===== src/arcc_pkg.sv =====
// package: register map, field positions, reset values and states for the rx clock/channel config
package arcc_pkg;

    localparam logic [7:0]  ADDR_CLOCK_CFG    = 8'h88;
    localparam logic [7:0]  ADDR_CHANNEL_CFG  = 8'h8c;
    localparam logic [7:0]  ADDR_FRAME_CFG    = 8'h90;
    localparam logic [7:0]  ADDR_CONTROL      = 8'h94;
    localparam logic [7:0]  ADDR_IRQ_STATUS   = 8'h98;
    localparam logic [7:0]  ADDR_IRQ_MASK     = 8'h9c;

    localparam int          MASTER_CLOCK_SOURCE_SELECT_LSB          = 26;
    localparam int          BCP_BIT           = 25;
    localparam int          BCD_BIT           = 24;
    localparam int          DIV_LSB           = 0;
    localparam int          DIV_W             = 8;
    localparam int          RCE_BIT           = 16;
    localparam int          WFL_BIT           = 0;
    localparam int          FRAME_WORD_COUNT_BIT          = 16;
    localparam int          RE_BIT            = 31;
    localparam int          WORD_BITS_LSB     = 0;
    localparam int          WORD_BITS_W       = 5;

    localparam logic [1:0]  MASTER_CLOCK_SOURCE_SELECT_BUS          = 2'h0;
    localparam logic [1:0]  MASTER_CLOCK_SOURCE_SELECT_MCLK1        = 2'h1;
    localparam logic [1:0]  MASTER_CLOCK_SOURCE_SELECT_MCLK2        = 2'h2;
    localparam logic [1:0]  MASTER_CLOCK_SOURCE_SELECT_MCLK3        = 2'h3;

    localparam logic [31:0] CLOCK_CFG_RST     = 32'h0000_0000;
    localparam logic [4:0]  WORD_BITS_RST     = 5'h1f;

    localparam int          IRQ_W             = 2;
    localparam int          IRQ_SOW_BIT       = 0;
    localparam int          IRQ_FRAME_BIT     = 1;

    typedef enum logic [2:0] {
        ST_IDLE  = 3'b001,
        ST_RUN   = 3'b010,
        ST_STOP  = 3'b100
    } arcc_state_e;

endpackage : arcc_pkg


===== src/arcc_bclk_gen.sv =====
// file: bit clock divider, toggles every div+1 ticks of the selected master clock
`timescale 1ns/10ps
module arcc_bclk_gen
    import arcc_pkg::*;
#(
    parameter int DW = DIV_W
) (
    input  wire logic          clk_i,
    input  wire logic          rst_i,
    input  wire logic          ce_i,
    input  wire logic          run_i,
    input  wire logic          mclk_tick_i,
    input  wire logic [DW-1:0] div_i,
    output logic               bclk_o,
    output logic               rise_o,
    output logic               fall_o
);

    logic [DW-1:0] count;

    // count div+1 ticks per half period, so a full period is (div+1)*2
    always_ff @(posedge clk_i) begin
        if (rst_i || (ce_i && !run_i)) begin
            count  <= '0;
            bclk_o <= 1'b0;
        end else if (ce_i && mclk_tick_i) begin
            if (count == div_i) begin
                count  <= '0;
                bclk_o <= ~bclk_o;
            end else begin
                count <= count + 1'b1;
            end
        end
    end

    assign rise_o = ce_i && run_i && mclk_tick_i && (count == div_i) && !bclk_o;
    assign fall_o = ce_i && run_i && mclk_tick_i && (count == div_i) && bclk_o;

    a_half_period_len: assert property (@(posedge clk_i) disable iff (rst_i)
        (ce_i && run_i && mclk_tick_i && count != div_i && $stable(div_i))
        |=> !$changed(bclk_o))
        else $error("bit clock toggled before div+1 ticks");

endmodule : arcc_bclk_gen


===== src/arcc_rx_cfg.sv =====
// file: receive clock/channel configuration block with wishbone registers
//
// The Wishbone interface to the registers is this design's own decision.
`timescale 1ns/10ps
module arcc_rx_cfg
    import arcc_pkg::*;
#(
    parameter int WBITS_MAX = 32
) (
    input  wire logic        clk_i,
    input  wire logic        rst_i,
    input  wire logic        ce_i,
    input  wire logic        wb_cyc_i,
    input  wire logic        wb_stb_i,
    input  wire logic        wb_we_i,
    input  wire logic [7:0]  wb_adr_i,
    input  wire logic [3:0]  wb_sel_i,
    input  wire logic [31:0] wb_dat_i,
    output logic [31:0]      wb_dat_o,
    output logic             wb_ack_o,
    output logic             wb_err_o,
    input  wire logic [2:0]  mclk_tick_i,
    input  wire logic        ext_bclk_i,
    input  wire logic        rx_data_i,
    output logic             bclk_o,
    output logic             bclk_oe_o,
    output logic             rx_word_o,
    output logic             rx_word_valid_o,
    output logic             start_of_word_o,
    output logic             irq_o
);

    ////////////////////////////////////////////////////////////////////////////////
    logic [1:0]  mclk_sel;
    logic        bclk_pol;
    logic        bclk_dir;
    logic [7:0]  bclk_div;
    logic        rx_channel_enable;
    logic        word_flag_select;
    logic        frame_word_count;
    logic [4:0]  word_bits;
    logic        receiver_enable;
    logic [IRQ_W-1:0] irq_status;
    logic [IRQ_W-1:0] irq_mask;
    logic [IRQ_W-1:0] irq_event;
    logic        req;
    logic        wr;
    logic        hit;
    logic [31:0] wmask;
    logic [31:0] next_rdata;
    arcc_state_e state;
    logic        sel_tick;
    logic        gen_rise;
    logic        gen_fall;
    logic        ext_q;
    logic        ext_rise;
    logic        ext_fall;
    logic        drive_edge;
    logic        sample_edge;
    logic [4:0]  bit_cnt;
    logic        word_cnt;
    logic [31:0] shift;

    assign req = wb_cyc_i && wb_stb_i && !wb_ack_o && !wb_err_o;
    assign hit = (wb_adr_i == ADDR_CLOCK_CFG) || (wb_adr_i == ADDR_CHANNEL_CFG)
              || (wb_adr_i == ADDR_FRAME_CFG) || (wb_adr_i == ADDR_CONTROL)
              || (wb_adr_i == ADDR_IRQ_STATUS) || (wb_adr_i == ADDR_IRQ_MASK);
    assign wr  = ce_i && req && wb_we_i && hit;
    assign wmask = {{8{wb_sel_i[3]}}, {8{wb_sel_i[2]}}, {8{wb_sel_i[1]}}, {8{wb_sel_i[0]}}};

    ////////////////////////////////////////////////////////////////////////////////
    // wishbone slave: one wait state, ack or err in the cycle after the request
    always_ff @(posedge clk_i) begin
        if (rst_i) begin
            wb_ack_o <= 1'b0;
            wb_err_o <= 1'b0;
            wb_dat_o <= 32'h0000_0000;
        end else if (ce_i) begin
            wb_ack_o <= req && hit;
            wb_err_o <= req && !hit;
            wb_dat_o <= (req && hit && !wb_we_i) ? next_rdata : 32'h0000_0000;
        end
    end

    always_comb begin
        next_rdata = 32'h0000_0000;
        case (wb_adr_i)
            ADDR_CLOCK_CFG: begin
                next_rdata[MASTER_CLOCK_SOURCE_SELECT_LSB +: 2]     = mclk_sel;
                next_rdata[BCP_BIT]           = bclk_pol;
                next_rdata[BCD_BIT]           = bclk_dir;
                next_rdata[DIV_LSB +: DIV_W]  = bclk_div;
            end
            ADDR_CHANNEL_CFG: begin
                next_rdata[RCE_BIT] = rx_channel_enable;
                next_rdata[WFL_BIT] = word_flag_select;
            end
            ADDR_FRAME_CFG: begin
                next_rdata[FRAME_WORD_COUNT_BIT]                  = frame_word_count;
                next_rdata[WORD_BITS_LSB +: WORD_BITS_W] = word_bits;
            end
            ADDR_CONTROL:    next_rdata[RE_BIT] = receiver_enable;
            ADDR_IRQ_STATUS: next_rdata[IRQ_W-1:0] = irq_status;
            ADDR_IRQ_MASK:   next_rdata[IRQ_W-1:0] = irq_mask;
            default:         next_rdata = 32'h0000_0000;
        endcase
    end

    ////////////////////////////////////////////////////////////////////////////////
    // configuration registers; only documented fields store, reserved bits drop
    always_ff @(posedge clk_i) begin
        if (rst_i) begin
            mclk_sel <= CLOCK_CFG_RST[MASTER_CLOCK_SOURCE_SELECT_LSB +: 2];
            bclk_pol <= CLOCK_CFG_RST[BCP_BIT];
            bclk_dir <= CLOCK_CFG_RST[BCD_BIT];
            bclk_div <= CLOCK_CFG_RST[DIV_LSB +: DIV_W];
        end else if (wr && wb_adr_i == ADDR_CLOCK_CFG) begin
            if (wmask[MASTER_CLOCK_SOURCE_SELECT_LSB]) begin
                mclk_sel <= wb_dat_i[MASTER_CLOCK_SOURCE_SELECT_LSB +: 2];
                bclk_pol <= wb_dat_i[BCP_BIT];
                bclk_dir <= wb_dat_i[BCD_BIT];
            end
            if (wmask[DIV_LSB]) begin
                bclk_div <= wb_dat_i[DIV_LSB +: DIV_W];
            end
        end
    end

    // software is trusted not to rewrite this while the receiver runs
    always_ff @(posedge clk_i) begin
        if (rst_i) begin
            rx_channel_enable <= 1'b0;
            word_flag_select  <= 1'b0;
        end else if (wr && wb_adr_i == ADDR_CHANNEL_CFG) begin
            if (wmask[RCE_BIT]) rx_channel_enable <= wb_dat_i[RCE_BIT];
            if (wmask[WFL_BIT]) word_flag_select  <= wb_dat_i[WFL_BIT];
        end
    end

    always_ff @(posedge clk_i) begin
        if (rst_i) begin
            frame_word_count <= 1'b0;
            word_bits        <= WORD_BITS_RST;
            receiver_enable  <= 1'b0;
        end else if (wr) begin
            if (wb_adr_i == ADDR_FRAME_CFG && wmask[FRAME_WORD_COUNT_BIT]) begin
                frame_word_count <= wb_dat_i[FRAME_WORD_COUNT_BIT];
            end
            if (wb_adr_i == ADDR_FRAME_CFG && wmask[WORD_BITS_LSB]) begin
                word_bits <= wb_dat_i[WORD_BITS_LSB +: WORD_BITS_W];
            end
            if (wb_adr_i == ADDR_CONTROL && wmask[RE_BIT]) begin
                receiver_enable <= wb_dat_i[RE_BIT];
            end
        end
    end

    ////////////////////////////////////////////////////////////////////////////////
    // interrupts: set wins over write-one-to-clear
    always_ff @(posedge clk_i) begin
        if (rst_i) begin
            irq_status <= '0;
            irq_mask   <= '0;
        end else if (ce_i) begin
            if (wr && wb_adr_i == ADDR_IRQ_MASK && wmask[0]) begin
                irq_mask <= wb_dat_i[IRQ_W-1:0];
            end
            if (wr && wb_adr_i == ADDR_IRQ_STATUS && wmask[0]) begin
                irq_status <= (irq_status & ~wb_dat_i[IRQ_W-1:0]) | irq_event;
            end else begin
                irq_status <= irq_status | irq_event;
            end
        end
    end

    assign irq_o = |(irq_status & irq_mask);

    ////////////////////////////////////////////////////////////////////////////////
    // clock source: the select only matters in master mode
    always_comb begin
        case (mclk_sel)
            MASTER_CLOCK_SOURCE_SELECT_BUS:   sel_tick = 1'b1;
            MASTER_CLOCK_SOURCE_SELECT_MCLK1: sel_tick = mclk_tick_i[0];
            MASTER_CLOCK_SOURCE_SELECT_MCLK2: sel_tick = mclk_tick_i[1];
            MASTER_CLOCK_SOURCE_SELECT_MCLK3: sel_tick = mclk_tick_i[2];
            default:    sel_tick = 1'b0;
        endcase
    end

    arcc_bclk_gen #(
        .DW (DIV_W)
    ) u_gen (
        .clk_i       (clk_i),
        .rst_i       (rst_i),
        .ce_i        (ce_i),
        .run_i       (bclk_dir && state == ST_RUN),
        .mclk_tick_i (sel_tick),
        .div_i       (bclk_div),
        .bclk_o      (bclk_o),
        .rise_o      (gen_rise),
        .fall_o      (gen_fall)
    );

    assign bclk_oe_o = bclk_dir && state == ST_RUN;

    // external clock is taken as synchronous; edges found by one delay stage
    always_ff @(posedge clk_i) begin
        if (rst_i) begin
            ext_q <= 1'b0;
        end else if (ce_i) begin
            ext_q <= ext_bclk_i;
        end
    end

    assign ext_rise = ce_i && !bclk_dir && ext_bclk_i && !ext_q;
    assign ext_fall = ce_i && !bclk_dir && !ext_bclk_i && ext_q;

    // polarity 0: sample on falling edge; polarity 1: sample on rising edge
    assign sample_edge = bclk_pol ? (gen_rise | ext_rise) : (gen_fall | ext_fall);
    assign drive_edge  = bclk_pol ? (gen_fall | ext_fall) : (gen_rise | ext_rise);

    ////////////////////////////////////////////////////////////////////////////////
    always_ff @(posedge clk_i) begin
        if (rst_i) begin
            state <= ST_IDLE;
        end else if (ce_i) begin
            case (state)
                ST_IDLE: if (receiver_enable && rx_channel_enable) state <= ST_RUN;
                ST_RUN:  if (!receiver_enable || !rx_channel_enable) state <= ST_STOP;
                ST_STOP: state <= ST_IDLE;
                default: state <= ST_IDLE;
            endcase
        end
    end

    ////////////////////////////////////////////////////////////////////////////////
    // word framing; the flag is raised on the drive edge starting word flag+1
    always_ff @(posedge clk_i) begin
        if (rst_i || (ce_i && state != ST_RUN)) begin
            bit_cnt  <= 5'h00;
            word_cnt <= 1'b0;
            shift    <= 32'h0000_0000;
        end else if (sample_edge) begin
            shift <= {shift[30:0], rx_data_i};
            if (bit_cnt == word_bits) begin
                bit_cnt  <= 5'h00;
                word_cnt <= (word_cnt == frame_word_count) ? 1'b0 : ~word_cnt;
            end else begin
                bit_cnt <= bit_cnt + 5'h01;
            end
        end
    end

    always_ff @(posedge clk_i) begin
        if (rst_i) begin
            start_of_word_o <= 1'b0;
            rx_word_valid_o <= 1'b0;
            rx_word_o       <= 1'b0;
        end else if (ce_i) begin
            start_of_word_o <= state == ST_RUN && drive_edge && bit_cnt == 5'h00
                            && word_cnt == word_flag_select
                            && word_flag_select <= frame_word_count;
            rx_word_valid_o <= state == ST_RUN && sample_edge && bit_cnt == word_bits;
            rx_word_o       <= shift[0];
        end
    end

    assign irq_event[IRQ_SOW_BIT]   = ce_i && start_of_word_o;
    assign irq_event[IRQ_FRAME_BIT] = ce_i && rx_word_valid_o && word_cnt == 1'b0;

    ////////////////////////////////////////////////////////////////////////////////
    a_flag_above_frame: assert property (@(posedge clk_i) disable iff (rst_i)
        (word_flag_select && !frame_word_count) |=> !start_of_word_o)
        else $error("start-of-word flag raised beyond frame size");

    a_slave_no_drive: assert property (@(posedge clk_i) disable iff (rst_i)
        !bclk_dir |-> !bclk_oe_o)
        else $error("bit clock driven in slave mode");

    a_channel_gates_run: assert property (@(posedge clk_i) disable iff (rst_i)
        (ce_i && state == ST_IDLE && !rx_channel_enable) |=> state == ST_IDLE)
        else $error("receiver started with channel disabled");

    a_reserved_zero: assert property (@(posedge clk_i) disable iff (rst_i)
        (wb_ack_o && $past(wb_adr_i) == ADDR_CLOCK_CFG) |-> wb_dat_o[23:8] == 16'h0000)
        else $error("reserved clock bits not zero");

    a_pol_sample: assert property (@(posedge clk_i) disable iff (rst_i)
        (!bclk_pol && gen_rise) |-> !sample_edge)
        else $error("sampled on rising edge with polarity 0");

    a_pol_drive: assert property (@(posedge clk_i) disable iff (rst_i)
        (bclk_pol && gen_rise) |-> !drive_edge)
        else $error("drove on rising edge with polarity 1");

    a_ack_one_cycle: assert property (@(posedge clk_i) disable iff (rst_i)
        wb_ack_o |=> !wb_ack_o)
        else $error("ack held two cycles");

    a_select_bus_tick: assert property (@(posedge clk_i) disable iff (rst_i)
        mclk_sel == MASTER_CLOCK_SOURCE_SELECT_BUS |-> sel_tick)
        else $error("bus clock select does not tick every cycle");

    a_unmapped_err: assert property (@(posedge clk_i) disable iff (rst_i)
        (ce_i && req && !hit) |=> wb_err_o)
        else $error("unmapped address not answered with err");

    a_ack_err_excl: assert property (@(posedge clk_i) disable iff (rst_i)
        !(wb_ack_o && wb_err_o))
        else $error("ack and err raised together");

    a_status_set_wins: assert property (@(posedge clk_i) disable iff (rst_i)
        (ce_i && irq_event[IRQ_SOW_BIT]) |=> irq_status[IRQ_SOW_BIT])
        else $error("start-of-word status lost to a clear");

    a_master_rise_pol0: assert property (@(posedge clk_i) disable iff (rst_i)
        (bclk_dir && !bclk_pol && drive_edge) |=> bclk_o)
        else $error("polarity 0 drive edge is not a rising bit clock");

    a_master_fall_pol1: assert property (@(posedge clk_i) disable iff (rst_i)
        (bclk_dir && bclk_pol && drive_edge) |=> !bclk_o)
        else $error("polarity 1 drive edge is not a falling bit clock");

    a_enable_freeze: assert property (@(posedge clk_i) disable iff (rst_i)
        !ce_i |=> ($stable(state) && $stable(wb_ack_o) && $stable(bclk_o)))
        else $error("state moved while clock enable low");

    a_stop_to_idle: assert property (@(posedge clk_i) disable iff (rst_i)
        (ce_i && state == ST_STOP) |=> state == ST_IDLE)
        else $error("stop state not followed by idle");

    a_idle_no_valid: assert property (@(posedge clk_i) disable iff (rst_i)
        (ce_i && state != ST_RUN) |=> !rx_word_valid_o)
        else $error("word valid while receiver not running");

endmodule : arcc_rx_cfg


===== config.mk =====
export PLATFORM = sky130hd
export DESIGN_NAME = arcc_rx_cfg
export DESIGN_NICKNAME = d
export VERILOG_FILES = /design/src/arcc_pkg.sv /design/src/arcc_bclk_gen.sv /design/src/arcc_rx_cfg.sv
export SDC_FILE = /design/constraint.sdc
export NUM_CORES = 1
export LEC_CHECK = 0
export BUFFER_PORTS_ARGS = -buffer_cell sky130_fd_sc_hd__buf_2
export CORE_ASPECT_RATIO = 1.5
export CORE_MARGIN = 3
export CORE_UTILIZATION = 50
export CTS_CLUSTER_SIZE = 40
export DETAILED_ROUTE_END_ITERATION = 8
export GPL_TIMING_DRIVEN = 0
export PLACE_DENSITY = 0.87
export SETUP_SLACK_MARGIN = 0.05
export SLEW_MARGIN = 15
export SYNTH_ARGS = -nofsm -noshare
export SYNTH_HDL_FRONTEND = slang
export SYNTH_SLANG_ARGS = --single-unit
export TNS_END_PERCENT = 5

===== constraint.sdc =====
create_clock -name clk_i -period 3 [get_ports clk_i]
set_clock_uncertainty 0.2 [all_clocks]
set_input_delay 0.3 -clock clk_i [delete_from_list [all_inputs] [get_ports clk_i]]
set_output_delay 0.3 -clock clk_i [all_outputs]
set_load 0.03 [all_outputs]

==> summary by stage <==
Floorplan
The number of primary I/O pins is 95. The die covers 7320 sq um. The die outline width is between 70 and 80 microns. In this run the vertical extent of the chip is between 100 and 150 microns.

The area of the placeable core is approximately 6000 sq um. The initial utilization of the core area, before any placement, comes to a little over half. The floorplan has 34 rows.

Cells and area
At the end of the flow the core is filled with cells to between 60% and 70%. The number of antenna diodes in the final layout is 0. The number of inserted filler cells in the final layout is 481.

Of the cells placed in the final design, the portion with a size suffix greater than 1 is between 20% and 30%. The final-stage net count is around 520. Relative to the synthesized area, the layout overhead comes to 24.66%.

The area of the multi-input gates is roughly 1700 sq um. In the final layout, flip-flops and latches occupy between 1000 and 1500 sq um.

Min path
The number of stages on the worst hold path is 3. For hold timing, the worst endpoint is bclk_div[6]. The worst hold path startpoint is wb_dat_i[6].

The path type of the worst min-delay path is primary input to flop.

Setup path
In this run the critical register-to-register path is captured at bit_cnt[2]. The standard cell with the maximum stage delay on the critical path is nor4_1. The data required time at the worst endpoint is 3.05 ns. STA classifies the critical path startpoint as a flop. The startpoint identified for the worst register-to-register timing path is bclk_div[7].

STA classifies the critical path endpoint as a flop. The worst register-to-register path has a setup slack of ~0.22 ns. Counting cells, the worst reg-to-reg path comes to 6. The startpoint-to-endpoint class of the critical path is flop to flop. Traced cell by cell, the critical path runs through xor2_1 -> nor4_1 -> nand4_1 -> a22oi_1 -> o21ai_0 -> a32o_1. On the worst path, the slowest cell contributes a delay of about 0.65 ns. STA puts the critical path data arrival time at around 2.8 ns. Along the worst path, the maximum fanout reaches 7.

Global routing
The met2 usage in global routing is approximately 46%. For met3 alone, demand over resource in global routing was under 10%. The first global-routing pass estimated approximately 14000 microns of wire. The total grt overflow is 0.

In the global route stage, overall resource usage came out at between 20 and 30%. The via count of the first global-routing pass is about 3100. The most crowded layer after global routing is met2. The number of antenna violations at the first check in global routing is 0. The met1 demand-to-capacity share in global routing is roughly 26%. The maximum number of pins on one net before global-route repair is 14.

Clock tree
After clock tree synthesis, the clock-pin slew on the worst setup and hold paths is approximately 0.08 ns. The total clock sinks is 64. Clock latency on the worst-skew pair, taken at its later pin, is around 0.36 ns. The number of gates resized after cts is 0.

Clock tree synthesis inserted a total of 9 buffers. The H-tree was split into 3 levels. The CTS tree is done. The number of setup buffers added after CTS is 0. Counting along the longest clock path gives a buffer depth of 2. The tree is rooted in a clkbuf_8.

Timing
The shortest period the worst path allows is 2.779 ns. Dividing the final minimum period by the clock period gives 92.63%. The final setup slack of the worst path is between 0.2 and 0.25 ns. The timing-limited maximum frequency is 0.3599 GHz.

The worst-margin pin slew is between 0.7 and 0.8 ns. The final-report hold violation count is 0. The relative slew slack is 51.70%.

The final number of max-transition violations came to 0. Setup repair after global routing left no endpoint under its margin. Setup violations remaining at the end of the flow were counted as 0.

Setup total negative slack on the finished layout was measured at 0 ns. Across all hold checks on the routed design, the worst slack comes to about 0.0053 ns.

Power
After layout, the design draws a total of approximately 1.9 mW. In this run the power density over the cells is roughly 500 nW/um^2. The leakage power summed over all cells is about 1.6 nW. The worst-case IR drop observed on VDD is approximately 0.37 mV.

Yosys
The xor and xnor area share after synthesis is under 10%. In the synthesized netlist, the number of instances is about 370. The netlist area before placement is 3156 sq um.

The combinational family with the most area after synthesis is simple AND/OR/NAND/NOR gates. After Yosys synthesis, and, or, nand and nor cells account for approximately a quarter of the synthesized area. Among all flip-flop cells after synthesis, the most frequent one is dfxtp_1.

The number of flops mapped to enable cells by yosys is 0. The Yosys step of the flow raised 0 warnings. The number of synthesized register bits is 64. Summing the areas of all compound-gate instances in the mapped netlist gives between 10% and 20% of the synthesized area.

The post-synthesis mux area share is around 3.6%. The number of distinct library cell variants in the gate-level netlist after synthesis is between 50 and 60. Of the total synthesized cell area, the portion taken by full adders, half adders and majority gates is 1.190%. In the synthesized netlist the async set-or-reset flop fraction comes to 0%.

The average instance area after synthesis is roughly 8.5 sq um. The register area share after synthesis is between 40% and 50%.

Placed design
The sum of net half-perimeters after detailed placement is 6246 microns. The congestion estimate from routability-driven global placement came to roughly 0.86. Timing analysis after detailed placement gives a worst setup slack of around 0.16 ns. Buffers placed on the I/O ports in this run total 55.

Routing
The average wire length per cell after detail routing is about 16 microns. The number of detailed-route iterations in the first pass is 5. The detailed router finished its first iteration with roughly 230 violations. In this run the remaining antenna-violating nets after routing total 0. The count of unresolved DRC violations after routing is 0. The final layout contains routed wiring with a total length of 8827 microns.

Dividing the detail-routed via count by the number of cells gives 5.731. The total vias in the final route is 3106.

Flow run
The number of max-capacitance violations reported is 0.

Run status
The run finished with clean final reports.
Yosys cell counts, types with 10 or more instances:
cell	count	share of area, %
dfxtp_1	64	41
nand2_1	38	4.5
nor2_1	38	4.5
nand3_1	10	1.6
clkbuf_1	13	1.5
xor2_1	16	4.4
o21ai_1	12	1.9
a22oi_1	11	2.6
a21oi_1	29	4.6
nand3b_1	11	2.6
o21ai_0	14	2.2
buf_4	19	4.5
metal layers:
metal | part of all wire (%) | wire (microns)
met3 | 6.2 | 551
met4 | 4.1 | 358
met5 | 0 | 0
met2 | 53 | 4685
met1 | 37 | 3231
sequential cells by signal (all words and copies together) (netlist names), 2 cells and up:
register / count
mclk_sel: 2
wb_dat_o: 14
u_gen.count: 8
bclk_div: 8
bit_cnt: 5
irq_status: 2
word_bits: 5
state: 3
irq_mask: 2
how the worst max path moves through the flow:
stage | startpoint | endpoint | slack, ns | cells after the start
global placement | ce_i | bit_cnt[4] | 0.21 | 8
floorplan | wb_adr_i[0] | wb_dat_o[2] | 0.60 | 8
detailed placement | wb_adr_i[0] | bclk_div[6] | 0.16 | 7
CTS | mclk_sel[0] | bit_cnt[2] | 0.26 | 7
finish | bclk_div[7] | bit_cnt[2] | 0.22 | 6
global route | mclk_sel[0] | bit_cnt[2] | 0.07 | 7
cell usage in the layout (no fill, tap or decap), types with 2 or more instances in the layout:
cell type      instances
o21bai_1               2
nand2_1               38
o31ai_1                3
a21oi_1               29
xor2_1                16
o21ai_0               14
nor3_1                 2
buf_2                 58
and3_1                 5
inv_6                  3
nand4_1                9
conb_1                18
a22oi_1               11
a32o_1                 3
nand3b_1              11
nor4_1                 5
or2_2                  2
bufinv_16              3
nand2b_1               3
dlygate4sd3_1         10
nand3_1               10
a31oi_1                2
inv_1                  5
xnor2_1                4
nor3_2                 3
nor2_1                38
ha_1                   3
nor4b_1                3
a22o_1                 2
buf_4                 19
o21ai_1               12
dfxtp_1               64
a222oi_1               3
nor3b_1                5
clkbuf_1              13
clkbuf_8               9
mux2i_1                9
nor2b_1                3
critical path, delay by kind of cell, from the launching register on:
| kind | cells | cell delay, ns |
|---|---|---|
| xor gates and xnor gates | 1 | 0.17 |
| AOI/OAI and AO/OA | 3 | 1.05 |
| DFF | 1 | 0.35 |
| and+or+nand+nor | 2 | 0.91 |
cell families (layout without fill, tap and decap cells):
logic type,count (synthesis),after routing
and+or+nand+nor,148,148
AOI/OAI and AO/OA,85,85
DFF,64,64
buffers and inverters,41,122
xor gates and xnor gates,20,20
muxes,10,10
adders and majority gates,3,3
other,1,18
cell type report:
cell class                      instances  area share (%)
Buffer                                 35           5.248
Clock buffer                            9           3.149
Clock inverter                          7           3.181
Inverter                                6          0.5725
Multi-Input combinational cell        284           43.45
Sequential cell                        64           32.57
Tap cell                               72           2.290
Timing Repair Buffer                   65           9.542
per-stage QoR:
stage	instances	cell area (sq um)
floorplan	389	3219
global placement	516	3585
detailed placement	516	3585
CTS	542	3934
global route	542	3934
finish	542	3934
what timing repair did:
item,in CTS,in global routing
setup endpoints to repair,0,0
hold buffers,10,0
hold endpoints to repair,11,0
where the power goes:
part           total (mW)  internal, mW  switching, mW  leakage, nW
clock               0.938         0.562          0.376        0.125
combinational       0.152        0.0588         0.0935        0.943
sequential          0.852         0.851        0.00176        0.516
total                1.94          1.47          0.472         1.58
No activity file was read; power rests on OpenSTA's default activity.
